File: config.mk
export PLATFORM = sky130hd
export DESIGN_NAME = port_a_with_pin_steering
export DESIGN_NICKNAME = d
export VERILOG_FILES = /design/src/rtl/port_steer_pkg.sv /design/src/rtl/port_a_with_pin_steering.sv
export SDC_FILE = /design/constraint.sdc
export NUM_CORES = 1
export LEC_CHECK = 0
export BUFFER_PORTS_ARGS = -buffer_cell sky130_fd_sc_hd__clkbuf_2
export CAP_MARGIN = 10
export CORE_MARGIN = 2
export CORE_UTILIZATION = 44
export DETAILED_ROUTE_END_ITERATION = 7
export PLACE_DENSITY_LB_ADDON = 0.08
export SLEW_MARGIN = 15
export SYNTH_ARGS = -nofsm -noshare
export SYNTH_HDL_FRONTEND = slang
export SYNTH_SLANG_ARGS = --single-unit
File: constraint.sdc
create_clock -name clk_in -period 2.3 [get_ports clk_in]
set_clock_uncertainty 0.1 [all_clocks]
set_input_delay 0.115 -clock clk_in [delete_from_list [all_inputs] [get_ports clk_in]]
set_output_delay 0.115 -clock clk_in [all_outputs]
set_load 0.02 [all_outputs]
File: src/rtl/port_steer_pkg.sv
/*
 Package for the port A and pin steering block: register indices,
 field positions, reset values and the packed carriers for pin groups.
 Assumes a 32-bit classic Wishbone slave with word-aligned registers.
*/
package port_steer_pkg;

   // Register byte addresses, one aligned word each.
   localparam logic [7:0] ADDR_PIN_VALUE = 8'h00;
   localparam logic [7:0] ADDR_DIRECTION = 8'h04;
   localparam logic [7:0] ADDR_LATCH = 8'h08;
   localparam logic [7:0] ADDR_ANALOG = 8'h0C;
   localparam logic [7:0] ADDR_THRESHOLD = 8'h10;
   localparam logic [7:0] ADDR_STEER0 = 8'h14;
   localparam logic [7:0] ADDR_STEER1 = 8'h18;

   // Reset values of the software registers.
   localparam logic [5:0] DIRECTION_RST = 6'h3F;
   localparam logic [5:0] LATCH_RST = 6'h00;
   localparam logic [5:0] ANALOG_RST = 6'h17;
   localparam logic [5:0] THRESHOLD_RST = 6'h04;
   localparam logic [7:0] STEER0_RST = 8'h00;
   localparam logic [7:0] STEER1_RST = 8'h00;

   // Implemented bit masks.
   localparam logic [5:0] ANALOG_MASK = 6'h17;
   localparam logic [5:0] LATCH_MASK = 6'h37;
   localparam logic [7:0] STEER0_MASK_14 = 8'hEC;
   localparam logic [7:0] STEER0_MASK_20 = 8'h8C;
   localparam logic [7:0] STEER1_MASK_14 = 8'h0F;
   localparam logic [7:0] STEER1_MASK_20 = 8'h3F;

   // Field positions.
   localparam int INPUT_ONLY_BIT = 3;
   localparam int SERIAL_RX_SEL_BIT = 7;
   localparam int SERIAL_OUT1_SEL_BIT = 6;
   localparam int SLAVE_SEL1_SEL_BIT = 5;
   localparam int TIMER_GATE_SEL_BIT = 3;
   localparam int SERIAL_TX_SEL_BIT = 2;
   localparam int SERIAL_OUT2_SEL_BIT = 5;
   localparam int SLAVE_SEL2_SEL_BIT = 4;
   localparam int PWM1_D_SEL_BIT = 3;
   localparam int PWM1_C_SEL_BIT = 2;
   localparam int PWM2_B_SEL_BIT = 1;
   localparam int CAPTURE2_SEL_BIT = 0;

   // One 8-bit pin group: level out and output enable (low drives).
   typedef struct packed {
      logic [7:0] level;
      logic [7:0] oe_n;
   } pin_drive_t;

   // Peripheral outputs and their direction overrides (1 means the
   // peripheral takes the pin as an output).
   typedef struct packed {
      logic serial_rx_out;
      logic serial_rx_own;
      logic serial_tx_out;
      logic serial_tx_own;
      logic first_serial_data_out;
      logic first_serial_data_out_own;
      logic second_serial_data_out;
      logic second_serial_data_out_own;
      logic pwm1_c;
      logic pwm1_c_own;
      logic pwm1_d;
      logic pwm1_d_own;
      logic pwm2_b;
      logic pwm2_b_own;
      logic capture2;
      logic capture2_own;
   } periph_out_t;

   // Peripheral inputs gathered from the steered pins.
   typedef struct packed {
      logic serial_rx_in;
      logic serial_tx_in;
      logic slave_sel1;
      logic slave_sel2;
      logic timer_gate;
      logic capture2_in;
   } periph_in_t;

endpackage

File: src/rtl/port_a_with_pin_steering.sv
/*
 Port A general-purpose I/O with pin steering for the serial, timer gate
 and PWM functions, reached over a 32-bit classic Wishbone slave.
 Assumes pin levels arrive already conditioned by both threshold
 buffers and synchronous to clk_in; ports B and C pins stay outside and
 are modelled only by the override and input paths this block produces.
*/
`timescale 1ns/100ps
module port_a_with_pin_steering
   import port_steer_pkg::*;
#(
   parameter bit TWENTY_PIN = 1'b0
) (
   input wire logic clk_in,
   input wire logic rst_n_in,
   input wire logic wb_cyc_in,
   input wire logic wb_stb_in,
   input wire logic wb_we_in,
   input wire logic [7:0] wb_adr_in,
   input wire logic [3:0] wb_sel_in,
   input wire logic [31:0] wb_dat_in,
   output logic [31:0] wb_dat_out,
   output logic wb_ack_out,
   input wire logic [5:0] pa_schmitt_in,
   input wire logic [5:0] pa_ttl_in,
   input wire logic [7:0] pb_in,
   input wire logic [7:0] pc_in,
   input wire periph_out_t periph_in,
   output pin_drive_t pa_out,
   output pin_drive_t pb_ovr_out,
   output pin_drive_t pc_ovr_out,
   output periph_in_t periph_out,
   output logic [5:0] port_a_threshold_out,
   output logic [5:0] port_a_analog_select_out
);

   localparam logic [7:0] STEER0_MASK = TWENTY_PIN ? STEER0_MASK_20 : STEER0_MASK_14;
   localparam logic [7:0] STEER1_MASK = TWENTY_PIN ? STEER1_MASK_20 : STEER1_MASK_14;

   logic [5:0] port_a_direction_r;
   logic [5:0] port_a_output_latch_r;
   logic [5:0] port_a_analog_select_r;
   logic [5:0] port_a_input_threshold_r;
   logic [7:0] pin_steering_control_0_r;
   logic [7:0] pin_steering_control_1_r;
   logic [5:0] pa_level;
   logic [5:0] port_a_pin_value;
   logic [5:0] ovr_en;
   logic [5:0] ovr_val;
   logic [31:0] rd_nxt;
   logic req;
   logic wr_go;

   // Masked byte-lane merge used by the two steering register writes.
   function automatic logic [7:0] merge(input logic [7:0] old, input logic [7:0] wr,
                                        input logic [7:0] mask);
      merge = (old & ~mask) | (wr & mask);
   endfunction

   // Only the low byte lane carries register data.
   assign req = wb_cyc_in & wb_stb_in & ~wb_ack_out;
   assign wr_go = req & wb_we_in & wb_sel_in[0];

   // Each pin's input buffer follows its threshold bit; analog reads zero.
   genvar gi;
   generate
      for (gi = 0; gi < 6; gi++) begin : g_in
         assign pa_level[gi] = port_a_input_threshold_r[gi] ? pa_schmitt_in[gi] : pa_ttl_in[gi];
         assign port_a_pin_value[gi] = pa_level[gi] & ~port_a_analog_select_r[gi];
      end
   endgenerate

   // Ack one cycle after the request, dropped the cycle after.
   always_ff @(posedge clk_in or negedge rst_n_in) begin
      if (!rst_n_in) begin
         wb_ack_out <= 1'b0;
      end else begin
         wb_ack_out <= req;
      end
   end

   // Read data is registered; unmapped offsets read zero.
   always_comb begin
      rd_nxt = 32'h0000_0000;
      case (wb_adr_in)
         ADDR_PIN_VALUE: rd_nxt[5:0] = port_a_pin_value;
         ADDR_DIRECTION: rd_nxt[5:0] = port_a_direction_r | 6'h08;
         ADDR_LATCH: rd_nxt[5:0] = port_a_output_latch_r & LATCH_MASK;
         ADDR_ANALOG: rd_nxt[5:0] = port_a_analog_select_r;
         ADDR_THRESHOLD: rd_nxt[5:0] = port_a_input_threshold_r;
         ADDR_STEER0: rd_nxt[7:0] = pin_steering_control_0_r & STEER0_MASK;
         ADDR_STEER1: rd_nxt[7:0] = pin_steering_control_1_r & STEER1_MASK;
         default: rd_nxt = 32'h0000_0000;
      endcase
   end

   always_ff @(posedge clk_in or negedge rst_n_in) begin
      if (!rst_n_in) begin
         wb_dat_out <= 32'h0000_0000;
      end else if (req && !wb_we_in) begin
         wb_dat_out <= rd_nxt;
      end
   end

   // Direction register; bit three is held at one because it never drives.
   always_ff @(posedge clk_in or negedge rst_n_in) begin
      if (!rst_n_in) begin
         port_a_direction_r <= DIRECTION_RST;
      end else if (wr_go && wb_adr_in == ADDR_DIRECTION) begin
         port_a_direction_r <= wb_dat_in[5:0] | 6'h08;
      end
   end

   // Port and latch writes both land in the latch. A bus write covers the
   // whole byte, so the merge keeps no sampled pin bit; software that does
   // its own read-modify-write can still clobber a latch bit from an analog pin.
   always_ff @(posedge clk_in or negedge rst_n_in) begin
      if (!rst_n_in) begin
         port_a_output_latch_r <= LATCH_RST;
      end else if (wr_go && wb_adr_in == ADDR_PIN_VALUE) begin
         port_a_output_latch_r <= wb_dat_in[5:0] & LATCH_MASK;
      end else if (wr_go && wb_adr_in == ADDR_LATCH) begin
         port_a_output_latch_r <= wb_dat_in[5:0] & LATCH_MASK;
      end
   end

   // Analog select resets to analog on every implemented pin.
   always_ff @(posedge clk_in or negedge rst_n_in) begin
      if (!rst_n_in) begin
         port_a_analog_select_r <= ANALOG_RST;
      end else if (wr_go && wb_adr_in == ADDR_ANALOG) begin
         port_a_analog_select_r <= wb_dat_in[5:0] & ANALOG_MASK;
      end
   end

   always_ff @(posedge clk_in or negedge rst_n_in) begin
      if (!rst_n_in) begin
         port_a_input_threshold_r <= THRESHOLD_RST;
      end else if (wr_go && wb_adr_in == ADDR_THRESHOLD) begin
         port_a_input_threshold_r <= wb_dat_in[5:0];
      end
   end

   // Steering registers; bits absent on this variant stay zero.
   always_ff @(posedge clk_in or negedge rst_n_in) begin
      if (!rst_n_in) begin
         pin_steering_control_0_r <= STEER0_RST;
         pin_steering_control_1_r <= STEER1_RST;
      end else if (wr_go && wb_adr_in == ADDR_STEER0) begin
         pin_steering_control_0_r <= merge(8'h00, wb_dat_in[7:0], STEER0_MASK);
      end else if (wr_go && wb_adr_in == ADDR_STEER1) begin
         pin_steering_control_1_r <= merge(8'h00, wb_dat_in[7:0], STEER1_MASK);
      end
   end

   assign port_a_threshold_out = port_a_input_threshold_r;
   assign port_a_analog_select_out = port_a_analog_select_r;

   // Steering decode: each peripheral override lands on its chosen pin;
   // the unselected pin keeps plain port behaviour. Directions untouched.
   logic s_rx, s_first_serial_data_out, s_ss1, s_tg, s_tx, s_second_serial_data_out, s_ss2, s_p1d, s_p1c, s_p2b, s_ccp2;
   assign s_rx = pin_steering_control_0_r[SERIAL_RX_SEL_BIT];
   assign s_first_serial_data_out = pin_steering_control_0_r[SERIAL_OUT1_SEL_BIT] & ~TWENTY_PIN;
   assign s_ss1 = pin_steering_control_0_r[SLAVE_SEL1_SEL_BIT] & ~TWENTY_PIN;
   assign s_tg = pin_steering_control_0_r[TIMER_GATE_SEL_BIT];
   assign s_tx = pin_steering_control_0_r[SERIAL_TX_SEL_BIT];
   assign s_second_serial_data_out = pin_steering_control_1_r[SERIAL_OUT2_SEL_BIT] & TWENTY_PIN;
   assign s_ss2 = pin_steering_control_1_r[SLAVE_SEL2_SEL_BIT] & TWENTY_PIN;
   assign s_p1d = pin_steering_control_1_r[PWM1_D_SEL_BIT];
   assign s_p1c = pin_steering_control_1_r[PWM1_C_SEL_BIT];
   assign s_p2b = pin_steering_control_1_r[PWM2_B_SEL_BIT];
   assign s_ccp2 = pin_steering_control_1_r[CAPTURE2_SEL_BIT];

   // Port A overrides; on pins 4 and 5 the serial data output listed first wins over the PWM2 B or capture leg.
   always_comb begin
      ovr_en = 6'h00;
      ovr_val = 6'h00;
      if (!TWENTY_PIN && s_tx && periph_in.serial_tx_own) begin
         ovr_en[0] = 1'b1;
         ovr_val[0] = periph_in.serial_tx_out;
      end
      if (!TWENTY_PIN && s_rx && periph_in.serial_rx_own) begin
         ovr_en[1] = 1'b1;
         ovr_val[1] = periph_in.serial_rx_out;
      end
      if (s_first_serial_data_out && periph_in.first_serial_data_out_own) begin
         ovr_en[4] = 1'b1;
         ovr_val[4] = periph_in.first_serial_data_out;
      end else if (s_p2b && periph_in.pwm2_b_own) begin
         ovr_en[4] = 1'b1;
         ovr_val[4] = periph_in.pwm2_b;
      end
      if (s_second_serial_data_out && periph_in.second_serial_data_out_own) begin
         ovr_en[5] = 1'b1;
         ovr_val[5] = periph_in.second_serial_data_out;
      end else if (s_ccp2 && periph_in.capture2_own) begin
         ovr_en[5] = 1'b1;
         ovr_val[5] = periph_in.capture2;
      end
      ovr_en[INPUT_ONLY_BIT] = 1'b0;
   end

   // Pin drivers: the direction bit decides the enable, analog or not,
   // unless a steered peripheral claims the pin. That claim travels with
   // the pin choice, so the unselected pin keeps plain port behaviour.
   always_ff @(posedge clk_in or negedge rst_n_in) begin
      if (!rst_n_in) begin
         pa_out <= '{level: 8'h00, oe_n: 8'hFF};
      end else begin
         pa_out.oe_n <= {2'b11, (port_a_direction_r & ~ovr_en) | 6'h08};
         pa_out.level <= {2'b00, (ovr_en & ovr_val) | (~ovr_en & port_a_output_latch_r)};
      end
   end

   // Overrides routed to ports B and C; an enable low means the
   // peripheral claims the pin as output there. The port's own direction
   // logic outside still decides whether the driver is on.
   logic [7:0] pb_en, pb_v, pc_en, pc_v;
   always_comb begin
      pb_en = 8'h00;
      pb_v = 8'h00;
      pc_en = 8'h00;
      pc_v = 8'h00;
      if (TWENTY_PIN) begin
         pb_en[5] = ~s_rx & periph_in.serial_rx_own;
         pb_v[5] = periph_in.serial_rx_out;
         pb_en[7] = ~s_tx & periph_in.serial_tx_own;
         pb_v[7] = periph_in.serial_tx_out;
         pc_en[5] = s_rx & periph_in.serial_rx_own;
         pc_v[5] = periph_in.serial_rx_out;
         pc_en[4] = s_tx & periph_in.serial_tx_own;
         pc_v[4] = periph_in.serial_tx_out;
         pc_en[7] = periph_in.first_serial_data_out_own;
         pc_v[7] = periph_in.first_serial_data_out;
         pc_en[1] = ~s_second_serial_data_out & periph_in.second_serial_data_out_own;
         pc_v[1] = periph_in.second_serial_data_out;
      end else begin
         pc_en[5] = ~s_rx & periph_in.serial_rx_own;
         pc_v[5] = periph_in.serial_rx_out;
         pc_en[4] = ~s_tx & periph_in.serial_tx_own;
         pc_v[4] = periph_in.serial_tx_out;
         pc_en[2] = ~s_first_serial_data_out & periph_in.first_serial_data_out_own;
         pc_v[2] = periph_in.first_serial_data_out;
      end
      if (!pc_en[2] && !s_p1d && periph_in.pwm1_d_own) begin
         pc_en[2] = 1'b1;
         pc_v[2] = periph_in.pwm1_d;
      end else if (!pc_en[2] && !s_p2b && periph_in.pwm2_b_own) begin
         pc_en[2] = 1'b1;
         pc_v[2] = periph_in.pwm2_b;
      end
      if (s_p1d && periph_in.pwm1_d_own) begin
         pc_en[0] = 1'b1;
         pc_v[0] = periph_in.pwm1_d;
      end
      if (!pc_en[1] && s_p1c && periph_in.pwm1_c_own) begin
         pc_en[1] = 1'b1;
         pc_v[1] = periph_in.pwm1_c;
      end
      if (!s_p1c && periph_in.pwm1_c_own) begin
         pc_en[3] = 1'b1;
         pc_v[3] = periph_in.pwm1_c;
      end else if (!s_ccp2 && periph_in.capture2_own) begin
         pc_en[3] = 1'b1;
         pc_v[3] = periph_in.capture2;
      end
   end

   always_ff @(posedge clk_in or negedge rst_n_in) begin
      if (!rst_n_in) begin
         pb_ovr_out <= '{level: 8'h00, oe_n: 8'hFF};
         pc_ovr_out <= '{level: 8'h00, oe_n: 8'hFF};
      end else begin
         pb_ovr_out <= '{level: pb_v, oe_n: ~pb_en};
         pc_ovr_out <= '{level: pc_v, oe_n: ~pc_en};
      end
   end

   // Input steering: peripheral inputs come from the selected pin only.
   always_ff @(posedge clk_in or negedge rst_n_in) begin
      if (!rst_n_in) begin
         periph_out <= '0;
      end else if (TWENTY_PIN) begin
         periph_out.serial_rx_in <= s_rx ? pc_in[5] : pb_in[5];
         periph_out.serial_tx_in <= s_tx ? pc_in[4] : pb_in[7];
         periph_out.slave_sel1 <= pc_in[6];
         periph_out.slave_sel2 <= s_ss2 ? port_a_pin_value[4] : pc_in[0];
         periph_out.timer_gate <= s_tg ? port_a_pin_value[3] : port_a_pin_value[4];
         periph_out.capture2_in <= s_ccp2 ? port_a_pin_value[5] : pc_in[3];
      end else begin
         periph_out.serial_rx_in <= s_rx ? port_a_pin_value[1] : pc_in[5];
         periph_out.serial_tx_in <= s_tx ? port_a_pin_value[0] : pc_in[4];
         periph_out.slave_sel1 <= s_ss1 ? port_a_pin_value[3] : pc_in[3];
         periph_out.slave_sel2 <= 1'b1;
         periph_out.timer_gate <= s_tg ? port_a_pin_value[3] : port_a_pin_value[4];
         periph_out.capture2_in <= s_ccp2 ? port_a_pin_value[5] : pc_in[3];
      end
   end

endmodule

==> reports/metrics.cfg <==
[run]
cap_violations=0

[clocking]
clock-root-buffer=clkbuf_8
cts_max_path_buffers=2
cts_tree=built
htreeDepth=3
cts_sinks=66
cts_made_buffers=9
post_cts_resized=0
clk_pin_slew_ns=0.07
post_cts_buffers=0
clk_latency_ns=0.34

[setup_path]
crit_end=pin_steering_control_1_r[3]$_DFFE_PN0P_
start_kind=register
arrival_ns=2.18
r2r-end=pin_steering_control_1_r[3]$_DFFE_PN0P_
regToRegSetupSlack_ns=0.24
critical_path_class=register to register
critPathRequiredTime_ns=2.42
crit_start=wb_ack_out$_DFF_PN0_
reg2reg_depth=4
critPathMaxFanout=5
reg2reg_from=wb_ack_out$_DFF_PN0_
endpoint_kind=register

[route]
via_count=2431
via_per_inst=4.58
drtPass1Iterations=4
wl_mm=7.54
post-route-drc-count=0
postRouteAntennaNets=0
avgRoutedWirePerCell_um=14.2
drtIter0Drc=115

[sta]
drv_slew=0
worst_pin_slew_ns=0.731
rsz0062_at_grt=false
finalCriticalPeriod_ns=2.06
fmax_ghz=0.486
hold_violations=0
period_share=0.895
slew_headroom=0.512
setup_slack_ns=0.241
setup_viol=0
finalSetupTns_ns=0

[yosys]
ys_seq_area_frac=0.498
syn_inst=293
yosysWarnings=0
synthMuxAreaShare=0.153
synth_edf_count=0
synth_cell_types=43
synthArstFlopShare=1.00
syn_avg_cell_area_um2=11.5
synthXorXnorAreaFrac=0
synth_simple_gate_area_frac=0.140
synthesis.area_um2=3370
synth-compound-area-share=0.0731
ys_seq_elements=66
synthAdderAreaFrac=0
synth_top_family_by_area=multiplexers
synth_ff_type=dfrtp_1

[global_routing]
grt-ovfl-total=0
grt_antenna_before_repair=0
grt_pass1_vias=2327
grtUsageTotal=0.182
grt_max_degree=37
grt_pass1_wl_mm=11.8

[finish]
nets=520
final_cell_mix=96 x clkbuf_2, 53 x conb_1, 45 x dfrtp_1
final_core_util=0.580
drive_above_1_share=0.426
nFillCells=676
syn2layout_area_growth_pct=26.2
final_common_cell=clkbuf_2
antenna_cells=0
fin_cells=531

[placed_design]
pre_cts_ws_ns=0.233
post-place-cells=488
place.gp.congestion=0.848
hpwlAfterDp_mm=5.60
place.port_buffers=97

[status]
status=finished clean

[power_and_ir_drop]
p_per_area_nw_per_um2=579
p_leak_uw=0.00214
max-vdd-ir-drop_mv=0.323

[die]
core_um2=7330
dieHeight_um=91.5
pin_count=192
num_rows=31
die_w_um=91.5
die-area_um2=8380
initial_core_util=0.460

[hold_path]
holdPathStages=2
min_path_type=input port to register

-- repair_timing --
item                                    in CTS  in global routing
hold buffers                                27                  0
endpoints found under the setup margin       0                  0
endpoints found under the hold margin       69                  0
-- worst min path at each step --
stage                       from                                      end  slack [ns]
finish              wb_dat_in[2]  pin_steering_control_1_r[2]$_DFFE_PN0P_       0.006
global placement        rst_n_in                wb_dat_out[6]$_DFFE_PN0P_        0.10
global route        wb_dat_in[2]  pin_steering_control_1_r[2]$_DFFE_PN0P_        0.02
CTS                 wb_dat_in[2]  pin_steering_control_1_r[2]$_DFFE_PN0P_      0.0009
floorplan               rst_n_in                     pa_out[10]$_DFF_PN0_       -0.28
detailed placement      rst_n_in                wb_dat_out[6]$_DFFE_PN0P_        0.11
-- through the flow --
step                power (µW)  area (µm²)  hold slack (ns)
CTS                       2490        4250         0.000913
finish                    2460        4250          0.00590
floorplan                 1450        3560           -0.281
detailed placement        1500        3790            0.113
global placement          1500        3790            0.105
global route              2570        4250           0.0187
-- state kept, by name, summed over array words and instances (netlist names) --
register / count
pin_steering_control_0_r: 5
wb_dat_out: 8
port_a_analog_select_out: 4
pin_steering_control_1_r: 4
pa_out: 10
port_a_output_latch_r: 5
pc_ovr_out: 12
wb_ack_out: 1
port_a_threshold_out: 6
periph_out: 6
port_a_direction_r: 5
-- Yosys cell counts (2+ instances only) --
cell type,instances,area share
a21oi_1,5,0.0074
a221oi_1,2,0.0052
a22oi_1,5,0.011
and2_1,4,0.0074
and3_1,3,0.0056
buf_4,53,0.12
buf_6,3,0.010
clkbuf_1,3,0.0033
conb_1,2,0.0022
dfrtp_1,45,0.33
dfstp_2,21,0.16
inv_1,2,0.0022
mux2_2,32,0.11
mux2_4,5,0.022
mux2i_1,8,0.024
nand2_1,28,0.031
nand2b_1,4,0.0074
nand3_1,5,0.0074
nor2_1,11,0.012
nor2b_1,11,0.020
nor3_1,3,0.0045
nor4_4,2,0.013
o211ai_1,3,0.0067
o21ai_0,13,0.019
or4_1,2,0.0045
-- worst max-delay path: stages, from the launching register on --
cell	delay, ns
dfrtp_1	0.38
and3b_1	0.25
nand3_1	0.29
nor4_4	0.55
mux2_2	0.39
-- area by class of cell --
cell class	instances	area, µm²	share of cell area
Clock buffer	13	149	0.0350
Clock inverter	3	40.0	0.00941
Inverter	2	7.51	0.00177
Multi-Input combinational cell	217	1430	0.337
Sequential cell	66	1680	0.395
Tap cell	99	124	0.0291
Timing Repair Buffer	131	821	0.193
-- where the power goes --
| group | leakage [µW] | total (µW) | switching (µW) | internal [µW] |
|---|---|---|---|---|
| Sequential | 0.000817 | 1200 | 9.74 | 1190 |
| Clock | 0.0000974 | 945 | 417 | 528 |
| Combinational | 0.00122 | 320 | 209 | 111 |
| Total | 0.00214 | 2460 | 635 | 1830 |
-- layer usage --
layer	GRT usage	wire [µm]	vias up
li1	-	-	1178
met1	0.232	3290	1162
met2	0.301	3760	83
met5	0	0	-
met4	0.0543	85	0
met3	0.0515	408	8
-- logic make-up after synthesis --
group,count (synthesis)
buffers and inverters,61
muxes,45
and+or+nand+nor,82
other,2
DFF,66
AOI/OAI and AO/OA,37
(Power assumes the default switching activity.)
